--- config.mk ---
export PLATFORM = sky130hd
export DESIGN_NAME = shift_subtract_alu
export DESIGN_NICKNAME = d
export VERILOG_FILES = /design/src/rtl/ssa_pkg.sv /design/src/rtl/shift_subtract_alu.sv /design/src/rtl/ssa_shifter.sv
export VERILOG_INCLUDE_DIRS = /design/src /design/src/rtl
export SDC_FILE = /design/constraint.sdc
export NUM_CORES = 1
export LEC_CHECK = 0
export BUFFER_PORTS_ARGS = -buffer_cell sky130_fd_sc_hd__buf_2
export CORE_ASPECT_RATIO = 1.4
export CORE_MARGIN = 4
export CORE_UTILIZATION = 52
export DETAILED_ROUTE_END_ITERATION = 10
export GPL_TIMING_DRIVEN = 0
export PLACE_DENSITY = 0.89
export REMOVE_ABC_BUFFERS = 1
export SLEW_MARGIN = 15
export SYNTH_ARGS = -nofsm -noshare
export SYNTH_HDL_FRONTEND = slang
export SYNTH_SLANG_ARGS = --single-unit
--- constraint.sdc ---
create_clock -name clock_i -period 4.3 [get_ports clock_i]
set_clock_uncertainty 0.2 [all_clocks]
set_input_delay 0.645 -clock clock_i [delete_from_list [all_inputs] [get_ports clock_i]]
set_output_delay 0.645 -clock clock_i [all_outputs]
set_load 0.02 [all_outputs]
--- src/rtl/ssa_map.svh ---
/*
 * Instruction field positions and encodings for the shift and
 * trapping subtract execution slice.
 * Assumes a 32-bit instruction word as presented by the issue stage.
 */
`ifndef SSA_MAP_SVH
`define SSA_MAP_SVH

// Field positions
`define SSA_OPC_HI 31
`define SSA_OPC_LO 26
`define SSA_SRC_A_HI 25
`define SSA_SRC_A_LO 21
`define SSA_SRC_B_HI 20
`define SSA_SRC_B_LO 16
`define SSA_DEST_HI 15
`define SSA_DEST_LO 11
`define SSA_AMT_HI 10
`define SSA_AMT_LO 6
`define SSA_FUNC_HI 5
`define SSA_FUNC_LO 0

// Encodings
`define SSA_OPC_ZERO 6'h00
`define SSA_FN_ARITH_IMM 6'h03
`define SSA_FN_ARITH_VAR 6'h07
`define SSA_FN_LOGIC_IMM 6'h02
`define SSA_FN_LOGIC_VAR 6'h06
`define SSA_FN_SUB_TRAP 6'h22
`define SSA_BREAK_WORD 32'h00000040
`define SSA_REG_ZERO 5'h00
`define SSA_WORD_RESET 32'h00000000

`endif

--- src/rtl/ssa_pkg.sv ---
/*
 * Types shared by the shift and trapping subtract execution slice.
 * Assumes ssa_map.svh supplies the numeric encodings.
 */
package ssa_pkg;

	typedef logic [31:0] word_t;
	typedef logic [4:0] reg_idx_t;

	// Decoded operation class
	typedef enum logic [2:0] {
		op_none,
		op_arith_imm,
		op_arith_var,
		op_logic_imm,
		op_logic_var,
		op_issue_break,
		op_sub_trap
	} op_e;

endpackage

--- src/rtl/shift_subtract_alu.sv ---
/*
 * Integer execution slice: right shifts, trapping word subtract and the
 * issue-break no-operation. One instruction per cycle, result one
 * cycle later on registered write-back and status outputs.
 * Assumes the register file supplies both source values in the same
 * cycle as the instruction, and drops nothing we do not claim.
 */
`timescale 1ns/1ps
`include "ssa_map.svh"

module shift_subtract_alu import ssa_pkg::*; #(
	parameter bit SUPERSCALAR = 1'b1,
	parameter bit RELEASE6 = 1'b0
) (
	// Clock and reset
	input wire logic clock_i,
	input wire logic resetn_i,
	// Issued instruction and its operands
	input wire logic valid_i,
	input wire logic [31:0] instr_i,
	input wire logic [31:0] src_a_i,
	input wire logic [31:0] src_b_i,
	// Write-back to the register file
	output logic wb_en_o,
	output logic [4:0] wb_idx_o,
	output logic [31:0] wb_data_o,
	// Exceptions and issue control
	output logic ovf_trap_o,
	output logic unclaimed_o,
	output logic slot_used_o,
	output logic break_group_o,
	output logic issue_alone_o,
	output logic ready_o
);

	// Instruction fields
	logic [5:0] opc_f;
	logic [5:0] func_f;
	reg_idx_t src_a_f;
	reg_idx_t dest_f;
	reg_idx_t amt_f;
	op_e op;

	assign opc_f = instr_i[`SSA_OPC_HI:`SSA_OPC_LO];
	assign func_f = instr_i[`SSA_FUNC_HI:`SSA_FUNC_LO];
	assign src_a_f = instr_i[`SSA_SRC_A_HI:`SSA_SRC_A_LO];
	assign dest_f = instr_i[`SSA_DEST_HI:`SSA_DEST_LO];
	assign amt_f = instr_i[`SSA_AMT_HI:`SSA_AMT_LO];

	// Decode; anything with stray bits in a must-be-zero field is left
	// unclaimed so another slice or the reserved trap can take it
	always_comb begin
		op = op_none;
		if (instr_i == `SSA_BREAK_WORD) begin
			op = op_issue_break;
		end else if (opc_f == `SSA_OPC_ZERO) begin
			case (func_f)
				`SSA_FN_ARITH_IMM: begin
					if (src_a_f == `SSA_REG_ZERO)
						op = op_arith_imm;
				end
				`SSA_FN_ARITH_VAR: begin
					if (amt_f == `SSA_REG_ZERO)
						op = op_arith_var;
				end
				`SSA_FN_LOGIC_IMM: begin
					if (src_a_f == `SSA_REG_ZERO)
						op = op_logic_imm;
				end
				`SSA_FN_LOGIC_VAR: begin
					if (amt_f == `SSA_REG_ZERO)
						op = op_logic_var;
				end
				`SSA_FN_SUB_TRAP: begin
					if (amt_f == `SSA_REG_ZERO)
						op = op_sub_trap;
				end
				default: op = op_none;
			endcase
		end
	end

	// Shared shifter: one instance serves all four shift forms
	logic [4:0] shift_amt;
	logic shift_arith;
	word_t shift_res;

	// variable counts use the low five source bits
	assign shift_amt = (op == op_arith_var || op == op_logic_var) ?
		src_a_i[4:0] : amt_f;
	assign shift_arith = (op == op_arith_imm || op == op_arith_var);

	ssa_shifter #(
		.WIDTH(32)
	) u_shifter (
		.data_i(src_b_i),
		.amount_i(shift_amt),
		.arith_i(shift_arith),
		.result_o(shift_res)
	);

	// sign-extended 33-bit difference, overflow on bit mismatch
	logic [32:0] diff;
	logic sub_ovf;
	assign diff = {src_a_i[31], src_a_i} - {src_b_i[31], src_b_i};
	assign sub_ovf = diff[32] ^ diff[31];

	// Output state
	logic wb_en_ff, nxt_wb_en;
	reg_idx_t wb_idx_ff, nxt_wb_idx;
	word_t wb_data_ff, nxt_wb_data;
	logic ovf_trap_ff, nxt_ovf_trap;
	logic unclaimed_ff, nxt_unclaimed;
	logic slot_used_ff, nxt_slot_used;
	logic break_group_ff, nxt_break_group;
	logic issue_alone_ff, nxt_issue_alone;
	logic ready_ff, nxt_ready;

	// Next values; data holds unless a shift or untrapped subtract issues, even to register zero, to save toggling
	always_comb begin
		nxt_wb_en = 1'b0;
		nxt_wb_idx = dest_f;
		nxt_wb_data = wb_data_ff;
		nxt_ovf_trap = 1'b0;
		nxt_unclaimed = 1'b0;
		nxt_slot_used = 1'b0;
		nxt_break_group = 1'b0;
		nxt_issue_alone = 1'b0;
		// never stalls, so the next issue may be the next cycle
		nxt_ready = 1'b1;
		if (valid_i) begin
			nxt_slot_used = 1'b1;
			case (op)
				op_arith_imm, op_arith_var, op_logic_imm, op_logic_var: begin
					nxt_wb_en = (dest_f != `SSA_REG_ZERO);
					nxt_wb_data = shift_res;
				end
				op_issue_break: begin
					// superscalar pre-6 cores split the group
					// single issue only consumes the slot
					// release 6 cores treat it as a plain no-op
					nxt_break_group = SUPERSCALAR && !RELEASE6;
					nxt_issue_alone = SUPERSCALAR && !RELEASE6;
				end
				op_sub_trap: begin
					if (sub_ovf) begin
						nxt_ovf_trap = 1'b1;
					end else begin
						nxt_wb_en = (dest_f != `SSA_REG_ZERO);
						nxt_wb_data = diff[31:0];
					end
				end
				default: nxt_unclaimed = 1'b1;
			endcase
		end
	end

	// Registered outputs, synchronous reset
	always_ff @(posedge clock_i) begin
		if (!resetn_i) begin
			wb_en_ff <= 1'b0;
			wb_idx_ff <= `SSA_REG_ZERO;
			wb_data_ff <= `SSA_WORD_RESET;
			ovf_trap_ff <= 1'b0;
			unclaimed_ff <= 1'b0;
			slot_used_ff <= 1'b0;
			break_group_ff <= 1'b0;
			issue_alone_ff <= 1'b0;
			ready_ff <= 1'b0;
		end else begin
			wb_en_ff <= nxt_wb_en;
			wb_idx_ff <= nxt_wb_idx;
			wb_data_ff <= nxt_wb_data;
			ovf_trap_ff <= nxt_ovf_trap;
			unclaimed_ff <= nxt_unclaimed;
			slot_used_ff <= nxt_slot_used;
			break_group_ff <= nxt_break_group;
			issue_alone_ff <= nxt_issue_alone;
			ready_ff <= nxt_ready;
		end
	end

	assign wb_en_o = wb_en_ff;
	assign wb_idx_o = wb_idx_ff;
	assign wb_data_o = wb_data_ff;
	assign ovf_trap_o = ovf_trap_ff;
	assign unclaimed_o = unclaimed_ff;
	assign slot_used_o = slot_used_ff;
	assign break_group_o = break_group_ff;
	assign issue_alone_o = issue_alone_ff;
	assign ready_o = ready_ff;

	// Reference results for the checks, independent of the shifter
	word_t ref_ai, ref_av, ref_li, ref_lv;
	assign ref_ai = word_t'($signed(src_b_i) >>> amt_f);
	assign ref_av = word_t'($signed(src_b_i) >>> src_a_i[4:0]);
	assign ref_li = src_b_i >> amt_f;
	assign ref_lv = src_b_i >> src_a_i[4:0];

	logic is_zero_op;
	assign is_zero_op = valid_i && (opc_f == `SSA_OPC_ZERO);
endmodule

--- src/rtl/ssa_shifter.sv ---
/*
 * Logarithmic right shifter, one stage per bit of the amount.
 * Assumes a purely combinational use inside the execution slice.
 */
`timescale 1ns/1ps

module ssa_shifter #(
	parameter int WIDTH = 32
) (
	// Operand and control
	input wire logic [WIDTH-1:0] data_i,
	input wire logic [$clog2(WIDTH)-1:0] amount_i,
	input wire logic arith_i,
	// Result
	output logic [WIDTH-1:0] result_o
);

	localparam int STAGES = $clog2(WIDTH);

	logic [WIDTH-1:0] stage [0:STAGES];
	logic fill;

	// Sign fill only for the arithmetic form
	assign fill = arith_i & data_i[WIDTH-1];
	assign stage[0] = data_i;

	// One stage per amount bit keeps depth at log2 of the width
	genvar g;
	generate
		for (g = 0; g < STAGES; g++) begin : g_stage
			localparam int SH = 1 << g;
			assign stage[g+1] = amount_i[g] ?
				{{SH{fill}}, stage[g][WIDTH-1:SH]} : stage[g];
		end
	endgenerate

	assign result_o = stage[STAGES];

endmodule

==> impl_metrics.yaml, run 1 <==
synth:
  synth_flop_cell: "dfxtp_1"
  yosys_warnings: 0
  synth.most_common_cell: "nand2_1"
  synth_area_per_cell_um2: 7.31
  synthArstFlopShare: 0
  synthCells: 782
  synth.distinct_cells: 80
  ys_ff_latch: 43
  synth_commonest_cells: "88 x nand2_1, 69 x mux2i_1, 63 x nor2_1"
  syn_area_um2: 5710
  synth_top_cell_by_area: "dfxtp_1"
  synth_edf_count: 0
  yosys-top-cells-area: "dfxtp_1 15%, mux2i_1 12%, ha_1 7.0%"
  synth.yosys.seq_area_share: 0.151
  synth_top_area_share: 0.151
die:
  io_pins: 143
  die_w_um: 96.6
  die-area_um2: 12800
  start_util: 0.529
  row_count: 45
  die_y_um: 132
  coreArea_um2: 10800
placement:
  portBuffers: 142
  place.detailed.hpwl_mm: 16.1
  dp_cells: 1027
  routabilityCongestion: 1.03
  pre_cts_ws_ps: -861
sta:
  fmax_ghz: 0.233
  relSlewSlack: 0.390
  setup_viol: 0
  rsz0062_at_grt: "true"
  fin_crit_ps: 4300
  tns_ps: 0
  hold_viol: 0
  fin_crit_sh: 1.00
  fin_ws_ps: 1.59
  finalMaxSlewViolations: 0
  worst_slew_pin_slew_ps: 912
clocking:
  cts_tree: "yes"
  clock_latency_ps: 280
  clk_pin_slew_ps: 60
  clock_sinks: 43
  htree_levels: 2
  clockBufferDepth: 2
  numCtsBuffers: 5
  cts_root_buffer: "clkbuf_16"
setup_path:
  max_stage_delay_ps: 720
  cp_max_fo: 26
  path_cells: "buf_2 -> or4_4 -> or3_4 -> nor2_8 -> o31ai_4 -> a21oi_4 -> nor2_1 -> a32oi_1 -> o211ai_1 -> o21a_1 -> o31ai_1 -> a211o_1"
  worstPathArrival_ps: 4330
  worst-path-buf-inv: 1
  startpoint_type: "input port"
  cp_slowest_cell: "a21oi_4"
  worst_path_dominant_cell_family: "compound AO/OA/AOI/OAI gates"
  worstPathRequired_ps: 4330
  end_kind: "register"
  path_class: "input port to register"
layout:
  syn2layout_area_growth_pct: 21.6
  nNetsFinal: 1045
  final_cells: 1054
  drive_gt1_frac: 0.242
  n_antenna_cell: 0
  filler_cell_count: 961
route:
  wirelength_mm: 21.1
  drt_iter0_markers: 845
  wl_per_cell_um: 20.0
  vias: 6967
  dr_wl_met2_mm: 10.3
  wl_met1_mm: 7.42
  wl_met3_mm: 2.06
  drc: 0
  drtAntennaViolNets: 0
  routed_via_density: 6.61
  top_layer_used: "met4"
  firstDrtPassIters: 6
global_routing:
  antenna_found_initial: 0
  grt_max_degree: 33
  grt.total_usage: 0.312
  grt_pass1_wl_mm: 32.0
  grt_pass1_vias: 6419
  grt_overflow_total: 0
status:
  status: "complete, no violations"
worst_hold_path:
  holdCritPathClass: "register to register"
pwr:
  power_density_nw_per_um2: 215
  leakage_nw: 3.28
  peakVddDrop_v: 0.000127
job:
  maxCapViolations: 0
[final timing paths]
path                                       to  depth (start not counted)  slack (ps)          start
worst max register to register  wb_data_o[30]                          2        3340  wb_data_o[30]
worst max-delay path            wb_data_o[20]                         12           2    instr_i[27]
worst min-delay path             wb_data_o[1]                          2         240   wb_data_o[1]
worst min register to register   wb_data_o[1]                          2         240   wb_data_o[1]
[cell usage in the layout (no fill, tap or decap), types with 11 or more instances in the layout]
cell type and count:
nand3_1 27, o22ai_1 25, nor2_1 61, o21ai_0 37, nor3_1 18, and2_1 13, inv_1 42, buf_2 142
dfxtp_1 43, ha_1 32, nand2_1 88, xnor2_1 11, o211ai_1 11, mux2i_1 66, a21o_1 17, buf_4 17
xor2_1 17, a21oi_1 56, a211oi_1 14
[sequential cells by signal, indices dropped and copies added (netlist names)]
name / cells
slot_used_o: 1
unclaimed_o: 1
ready_o: 1
ovf_trap_o: 1
wb_idx_o: 5
wb_en_o: 1
issue_alone_o: 1
wb_data_o: 32
[kinds of logic after synthesis]
kind of cell | Yosys count | share of synthesized area
AND/OR/NAND/NOR | 263 | 0.228
AO/OA/AOI/OAI | 256 | 0.309
buffers and inverters | 84 | 0.0637
multiplexers | 74 | 0.131
flip-flops | 43 | 0.151
adder cells (fa/ha/maj) | 33 | 0.0736
XOR/XNOR | 29 | 0.0444
[final cells by class]
class,count,area (um^2),area share
clock buffers,6,129,0.0186
clock inverters,1,30.0,0.00432
multi-input cells,657,4660,0.671
repair buffers,163,925,0.133
well taps,141,176,0.0254
flip-flops and latches,43,861,0.124
inverters,43,161,0.0232
[stage by stage]
| stage | hold slack, ps | area [um^2] | util | power, W |
|---|---|---|---|---|
| floorplan | 317 | 5510 | - | 0.000816 |
| global placement | 225 | 6400 | 0.592 | 0.00101 |
| detailed placement | 230 | 6490 | 0.601 | 0.00103 |
| CTS | 238 | 6730 | 0.622 | 0.00145 |
| global route | 279 | 6950 | 0.643 | 0.00155 |
| finish | 239 | 6950 | 0.643 | 0.00150 |
[worst min-delay path: cells and delay by family (launching register included)]
family           cells  cell delay (ps)
flip-flops           1              310
AND/OR/NAND/NOR      2               90
[layer usage]
metal,vias to the layer above,global-route usage
li1,3187,-
met1,3168,0.374
met2,498,0.535
met3,114,0.0366
met4,0,0.157
met5,-,0
[report_power, final]
| part | leakage, nW | internal [W] | switching [W] |
|---|---|---|---|
| Combinational | 2.85 | 0.000256 | 0.000417 |
| Sequential | 0.349 | 0.000402 | 0.000000742 |
| Clock | 0.0769 | 0.000271 | 0.000149 |
| Total | 3.28 | 0.000929 | 0.000566 |
[repair_timing]
item | 4_1_cts | 5_1_grt
pin swaps | 2 | 4
buffers inserted | 3 | 15
gates cloned | 1 | 1
resized for setup | 9 | 15
endpoints found under the setup margin | 32 | 30
hold buffers | 0 | 0
Power figures use the tool's default switching activity.
==> run 2: changes to the inputs <==
--- a/config.mk
+++ b/config.mk
@@ -9,10 +9,10 @@
 export BUFFER_PORTS_ARGS = -buffer_cell sky130_fd_sc_hd__buf_2
 export CORE_ASPECT_RATIO = 1.4
 export CORE_MARGIN = 4
-export CORE_UTILIZATION = 52
+export CORE_UTILIZATION = 40
 export DETAILED_ROUTE_END_ITERATION = 10
 export GPL_TIMING_DRIVEN = 0
-export PLACE_DENSITY = 0.89
+export PLACE_DENSITY = 0.74
 export REMOVE_ABC_BUFFERS = 1
 export SLEW_MARGIN = 15
 export SYNTH_ARGS = -nofsm -noshare
==> impl_metrics.yaml, run 2 (synthesized netlist as in run 1, its figures left out) <==
status:
  status: "complete, no violations"
pwr:
  p_seq_frac: 0.278
  clkPwrFrac: 0.265
  p_total_w: 0.00145
  switchingPower_w: 0.000578
  combPwrFrac: 0.457
  leakage_nw: 3.26
  peakVddDrop_v: 0.000191
  power_density_nw_per_um2: 208
  internal-power_w: 0.000871
  switching_share: 0.399
layout:
  largest_register_ff_count: 32
  nNetsFinal: 1044
  drive_gt1_frac: 0.239
  filler_cell_count: 1392
  regArea_um2: 861
  most-common-layout-cells: "142 x buf_2, 88 x nand2_1, 68 x mux2i_1"
  syn2layout_area_growth_pct: 21.9
  multiInputGateArea_um2: 4650
  layout_commonest_cell: "buf_2"
  final_cells: 1098
  n_antenna_cell: 0
  final_area_um2: 6970
clocking:
  htree_levels: 2
  clockBufferDepth: 2
  clock_sinks: 43
  clock_latency_ps: 290
  numCtsBuffers: 5
  cts_root_buffer: "clkbuf_16"
  cts_tree: "yes"
  clk_pin_slew_ps: 60
route:
  drt_iter0_markers: 554
  wl_per_cell_um: 19.7
  drc: 0
  vias: 6689
  firstDrtPassIters: 5
  routed_via_density: 6.09
  wirelength_mm: 21.6
  drtAntennaViolNets: 0
global_routing:
  grt_max_degree: 33
  grt_pass1_vias: 6143
  grt_pass1_wl_mm: 32.4
  grt.total_usage: 0.254
  grt_overflow_total: 0
  antenna_found_initial: 0
placement:
  routabilityCongestion: 0.993
  pre_cts_ws_ps: -950
  dp_cells: 1071
  place.detailed.hpwl_mm: 17.1
  placed_cell_area_um2: 6540
  portBuffers: 142
setup_path:
  path_class: "input port to register"
  cp_max_fo: 28
  startpoint_type: "input port"
  worstPathArrival_ps: 4260
  end_kind: "register"
  worstPathRequired_ps: 4340
sta:
  fmax_ghz: 0.237
  finalMaxSlewViolations: 0
  fin_ws_ps: 73.8
  relSlewSlack: 0.188
  worst_slew_pin_slew_ps: 1210
  fin_crit_ps: 4230
  setup_viol: 0
  fin_crit_sh: 0.983
  hold_viol: 0
job:
  maxCapViolations: 0
worst_hold_path:
  holdCritPathClass: "register to register"
die:
  die-area_um2: 16300
  die_w_um: 109
  start_util: 0.409
  row_count: 51
  io_pins: 143
  die_y_um: 149
  coreArea_um2: 14000
-- run 2: changes by cell type in the layout (fill, tap and decap cells not counted), sizes merged --
| cell | before | now |
|---|---|---|
| clkinvlp | 0 | 2 |
| inv | 42 | 43 |
| buf | 163 | 162 |
| clkbuf | 6 | 5 |
| bufinv | 1 | 0 |
| a21oi | 59 | 60 |
| a21o | 22 | 21 |
-- run 2: worst max-delay path, stage by stage --
cell and delay [ps]:
buf_2 100, or4_4 550, or3_4 380, nor2_8 170, o31ai_4 130, buf_4 170, a21oi_4 300, buf_12 230
nand2_1 70, a32oi_1 490, mux2i_1 240, a21o_1 230, a221oi_1 350, a22o_1 190
-- run 2: final timing paths --
path / start / endpoint / slack (ps) / depth (start not counted)
worst max-delay path: instr_i[27] / wb_data_o[9] / 70 / 14
worst min-delay path: wb_data_o[1] / wb_data_o[1] / 240 / 2
worst max register to register: wb_data_o[30] / wb_data_o[30] / 3350 / 2
worst min register to register: wb_data_o[1] / wb_data_o[1] / 240 / 2
-- run 2: power by group through the flow --
stage,Sequential [W],Combinational (W),Clock [W]
floorplan,0.000417,0.000398,0
global placement,0.000412,0.000618,0
detailed placement,0.000412,0.000622,0
CTS,0.000403,0.000635,0.000389
global route,0.000403,0.000712,0.000409
finish,0.000403,0.000662,0.000384
-- run 2: layout make-up --
cell class,instances,share of cell area
multi-input cells,657,0.667
repair buffers,162,0.131
flip-flops and latches,43,0.124
well taps,185,0.0332
inverters,43,0.0232
clock buffers,5,0.0180
clock inverters,3,0.00341
-- run 2: timing repair --
action / CTS / global route
pin swaps: 4 / 3
cloned: 2 / 0
resized for setup: 10 / 12
setup endpoints to repair: 32 / 28
setup buffers: 5 / 12
hold buffers: 0 / 0
-- run 2: through the flow --
stage,hold WS (ps),utilization,setup TNS [ps]
5_1_grt,280,0.499,-128
4_1_cts,247,0.487,0
3_3_place_gp,231,0.462,-32740
6_report,242,0.499,0
2_1_floorplan,317,-,-4400
3_5_place_dp,238,0.468,-22990
-- run 2: routing by layer --
metal | track usage | part of all wire | vias to the layer above
li1 | - | - | 3186
met1 | 0.303 | 0.38 | 3100
met2 | 0.438 | 0.49 | 344
met3 | 0.0375 | 0.079 | 59
met4 | 0.123 | 0.047 | 0
met5 | 0 | 0 | -
==> run 3: changes to the inputs <==
--- a/config.mk
+++ b/config.mk
@@ -9,10 +9,10 @@
 export BUFFER_PORTS_ARGS = -buffer_cell sky130_fd_sc_hd__buf_2
 export CORE_ASPECT_RATIO = 1.4
 export CORE_MARGIN = 4
-export CORE_UTILIZATION = 40
+export CORE_UTILIZATION = 50
 export DETAILED_ROUTE_END_ITERATION = 10
 export GPL_TIMING_DRIVEN = 0
-export PLACE_DENSITY = 0.74
+export PLACE_DENSITY = 0.87
 export REMOVE_ABC_BUFFERS = 1
 export SLEW_MARGIN = 15
 export SYNTH_ARGS = -nofsm -noshare
==> impl_metrics.yaml, run 3 (synthesized netlist as in run 1, its figures left out) <==
placement:
  routabilityCongestion: 1.01
  placed_cell_area_um2: 6480
  place.detailed.hpwl_mm: 16.1
  dp_cells: 1027
  portBuffers: 142
sta:
  fin_crit_ps: 4220
  fin_crit_sh: 0.982
  fin_hold_ws_ps: 240
  setup_viol: 0
  fmax_ghz: 0.237
  hold_viol: 0
  tns_ps: 0
  worst_slew_pin_slew_ps: 862
  finalMaxSlewViolations: 0
  relSlewSlack: 0.425
clocking:
  htree_levels: 2
  clk_pin_slew_ps: 60
  cts_tree: "yes"
  cts_root_buffer: "clkbuf_16"
  clock_latency_ps: 280
  cts_hold_buf: 0
  numCtsBuffers: 5
  clockBufferDepth: 2
  clock_sinks: 43
global_routing:
  antenna_found_initial: 0
  grt_overflow_total: 0
  grt.total_usage: 0.292
  grt_pass1_vias: 6332
  grt_max_degree: 33
  grt_pass1_wl_mm: 31.9
route:
  wirelength_mm: 20.9
  drt_iter0_markers: 851
  wl_per_cell_um: 19.8
  vias: 6842
  drtAntennaViolNets: 0
  firstDrtPassIters: 6
  routed_via_density: 6.49
  drc: 0
die:
  coreArea_um2: 11000
  start_util: 0.518
  die_w_um: 98.4
  die-area_um2: 13200
  die_y_um: 134
  io_pins: 143
  row_count: 45
layout:
  n_antenna_cell: 0
  final_cells: 1055
  postLayoutCoreUtil: 0.623
  most-common-layout-cells: "142 x buf_2, 88 x nand2_1, 69 x mux2i_1"
  syn2layout_area_growth_pct: 20.3
  nNetsFinal: 1047
  final_area_um2: 6880
  drive_gt1_frac: 0.240
  largest_register_ff_count: 32
  layout_commonest_cell: "buf_2"
pwr:
  power_density_nw_per_um2: 205
  leakage_nw: 3.26
  peakVddDrop_v: 0.000173
job:
  maxCapViolations: 0
worst_hold_path:
  holdCritPathClass: "register to register"
setup_path:
  startpoint_type: "input port"
  worstPathArrival_ps: 4200
  end_kind: "register"
  path_class: "input port to register"
  cp_max_fo: 16
  worstPathRequired_ps: 4280
status:
  status: "complete, no violations"
## run 3: timing repair
action                     4_1_cts  5_1_grt
setup endpoints to repair       32       31
hold endpoints to repair         0        0
gates cloned                     1        1
gates resized for setup          9        9
setup buffers                    1       19
pin swaps                        2        5
## run 3: stage by stage
step / setup WS (ps) / total power (W)
floorplan: -498 / 0.000816
global placement: -1160 / 0.00102
detailed placement: -778 / 0.00103
CTS: 31.9 / 0.00138
global route: -24.5 / 0.00148
finish: 78.7 / 0.00141
## run 3: per-layer routing
layer  vias up  GRT usage  share of wire
met5         -          0              0
met4         0      0.147          0.055
met1      3121      0.341           0.37
met3        98     0.0429          0.091
li1       3191          -              -
met2       432      0.518           0.48
## run 3: where the power goes
part / switching, W / total (W) / internal, W / leakage (nW)
clock network: 0.000138 / 0.000347 / 0.000209 / 0.0628
logic: 0.000412 / 0.000662 / 0.000250 / 2.85
registers: 0.000000827 / 0.000403 / 0.000402 / 0.349
## run 3: worst max-delay path, stage by stage
cell and delay [ps]:
buf_2 100, or4_4 550, nor4_4 330, nand3_2 140
o31ai_4 410, a21o_4 360, mux2i_2 360, o22ai_1 150
or3_4 440, mux2_2 290, nor3b_1 140, a211o_1 270
## run 3: final timing paths
| kind | start | endpoint | slack [ps] | depth (start not counted) |
|---|---|---|---|---|
| hold / removal | wb_data_o[1] | wb_data_o[1] | 240 | 2 |
| hold reg to reg | wb_data_o[1] | wb_data_o[1] | 240 | 2 |
| setup reg to reg | wb_data_o[30] | wb_data_o[30] | 3360 | 2 |
| setup / recovery | instr_i[27] | wb_data_o[16] | 80 | 12 |
## run 3: cell type report
type | count | area [um^2]
flip-flops and latches | 43 | 861
inverters | 43 | 161
multi-input cells | 657 | 4640
fillers | 1041 | 4160
repair buffers | 165 | 912
well taps | 141 | 176
clock buffers | 6 | 129
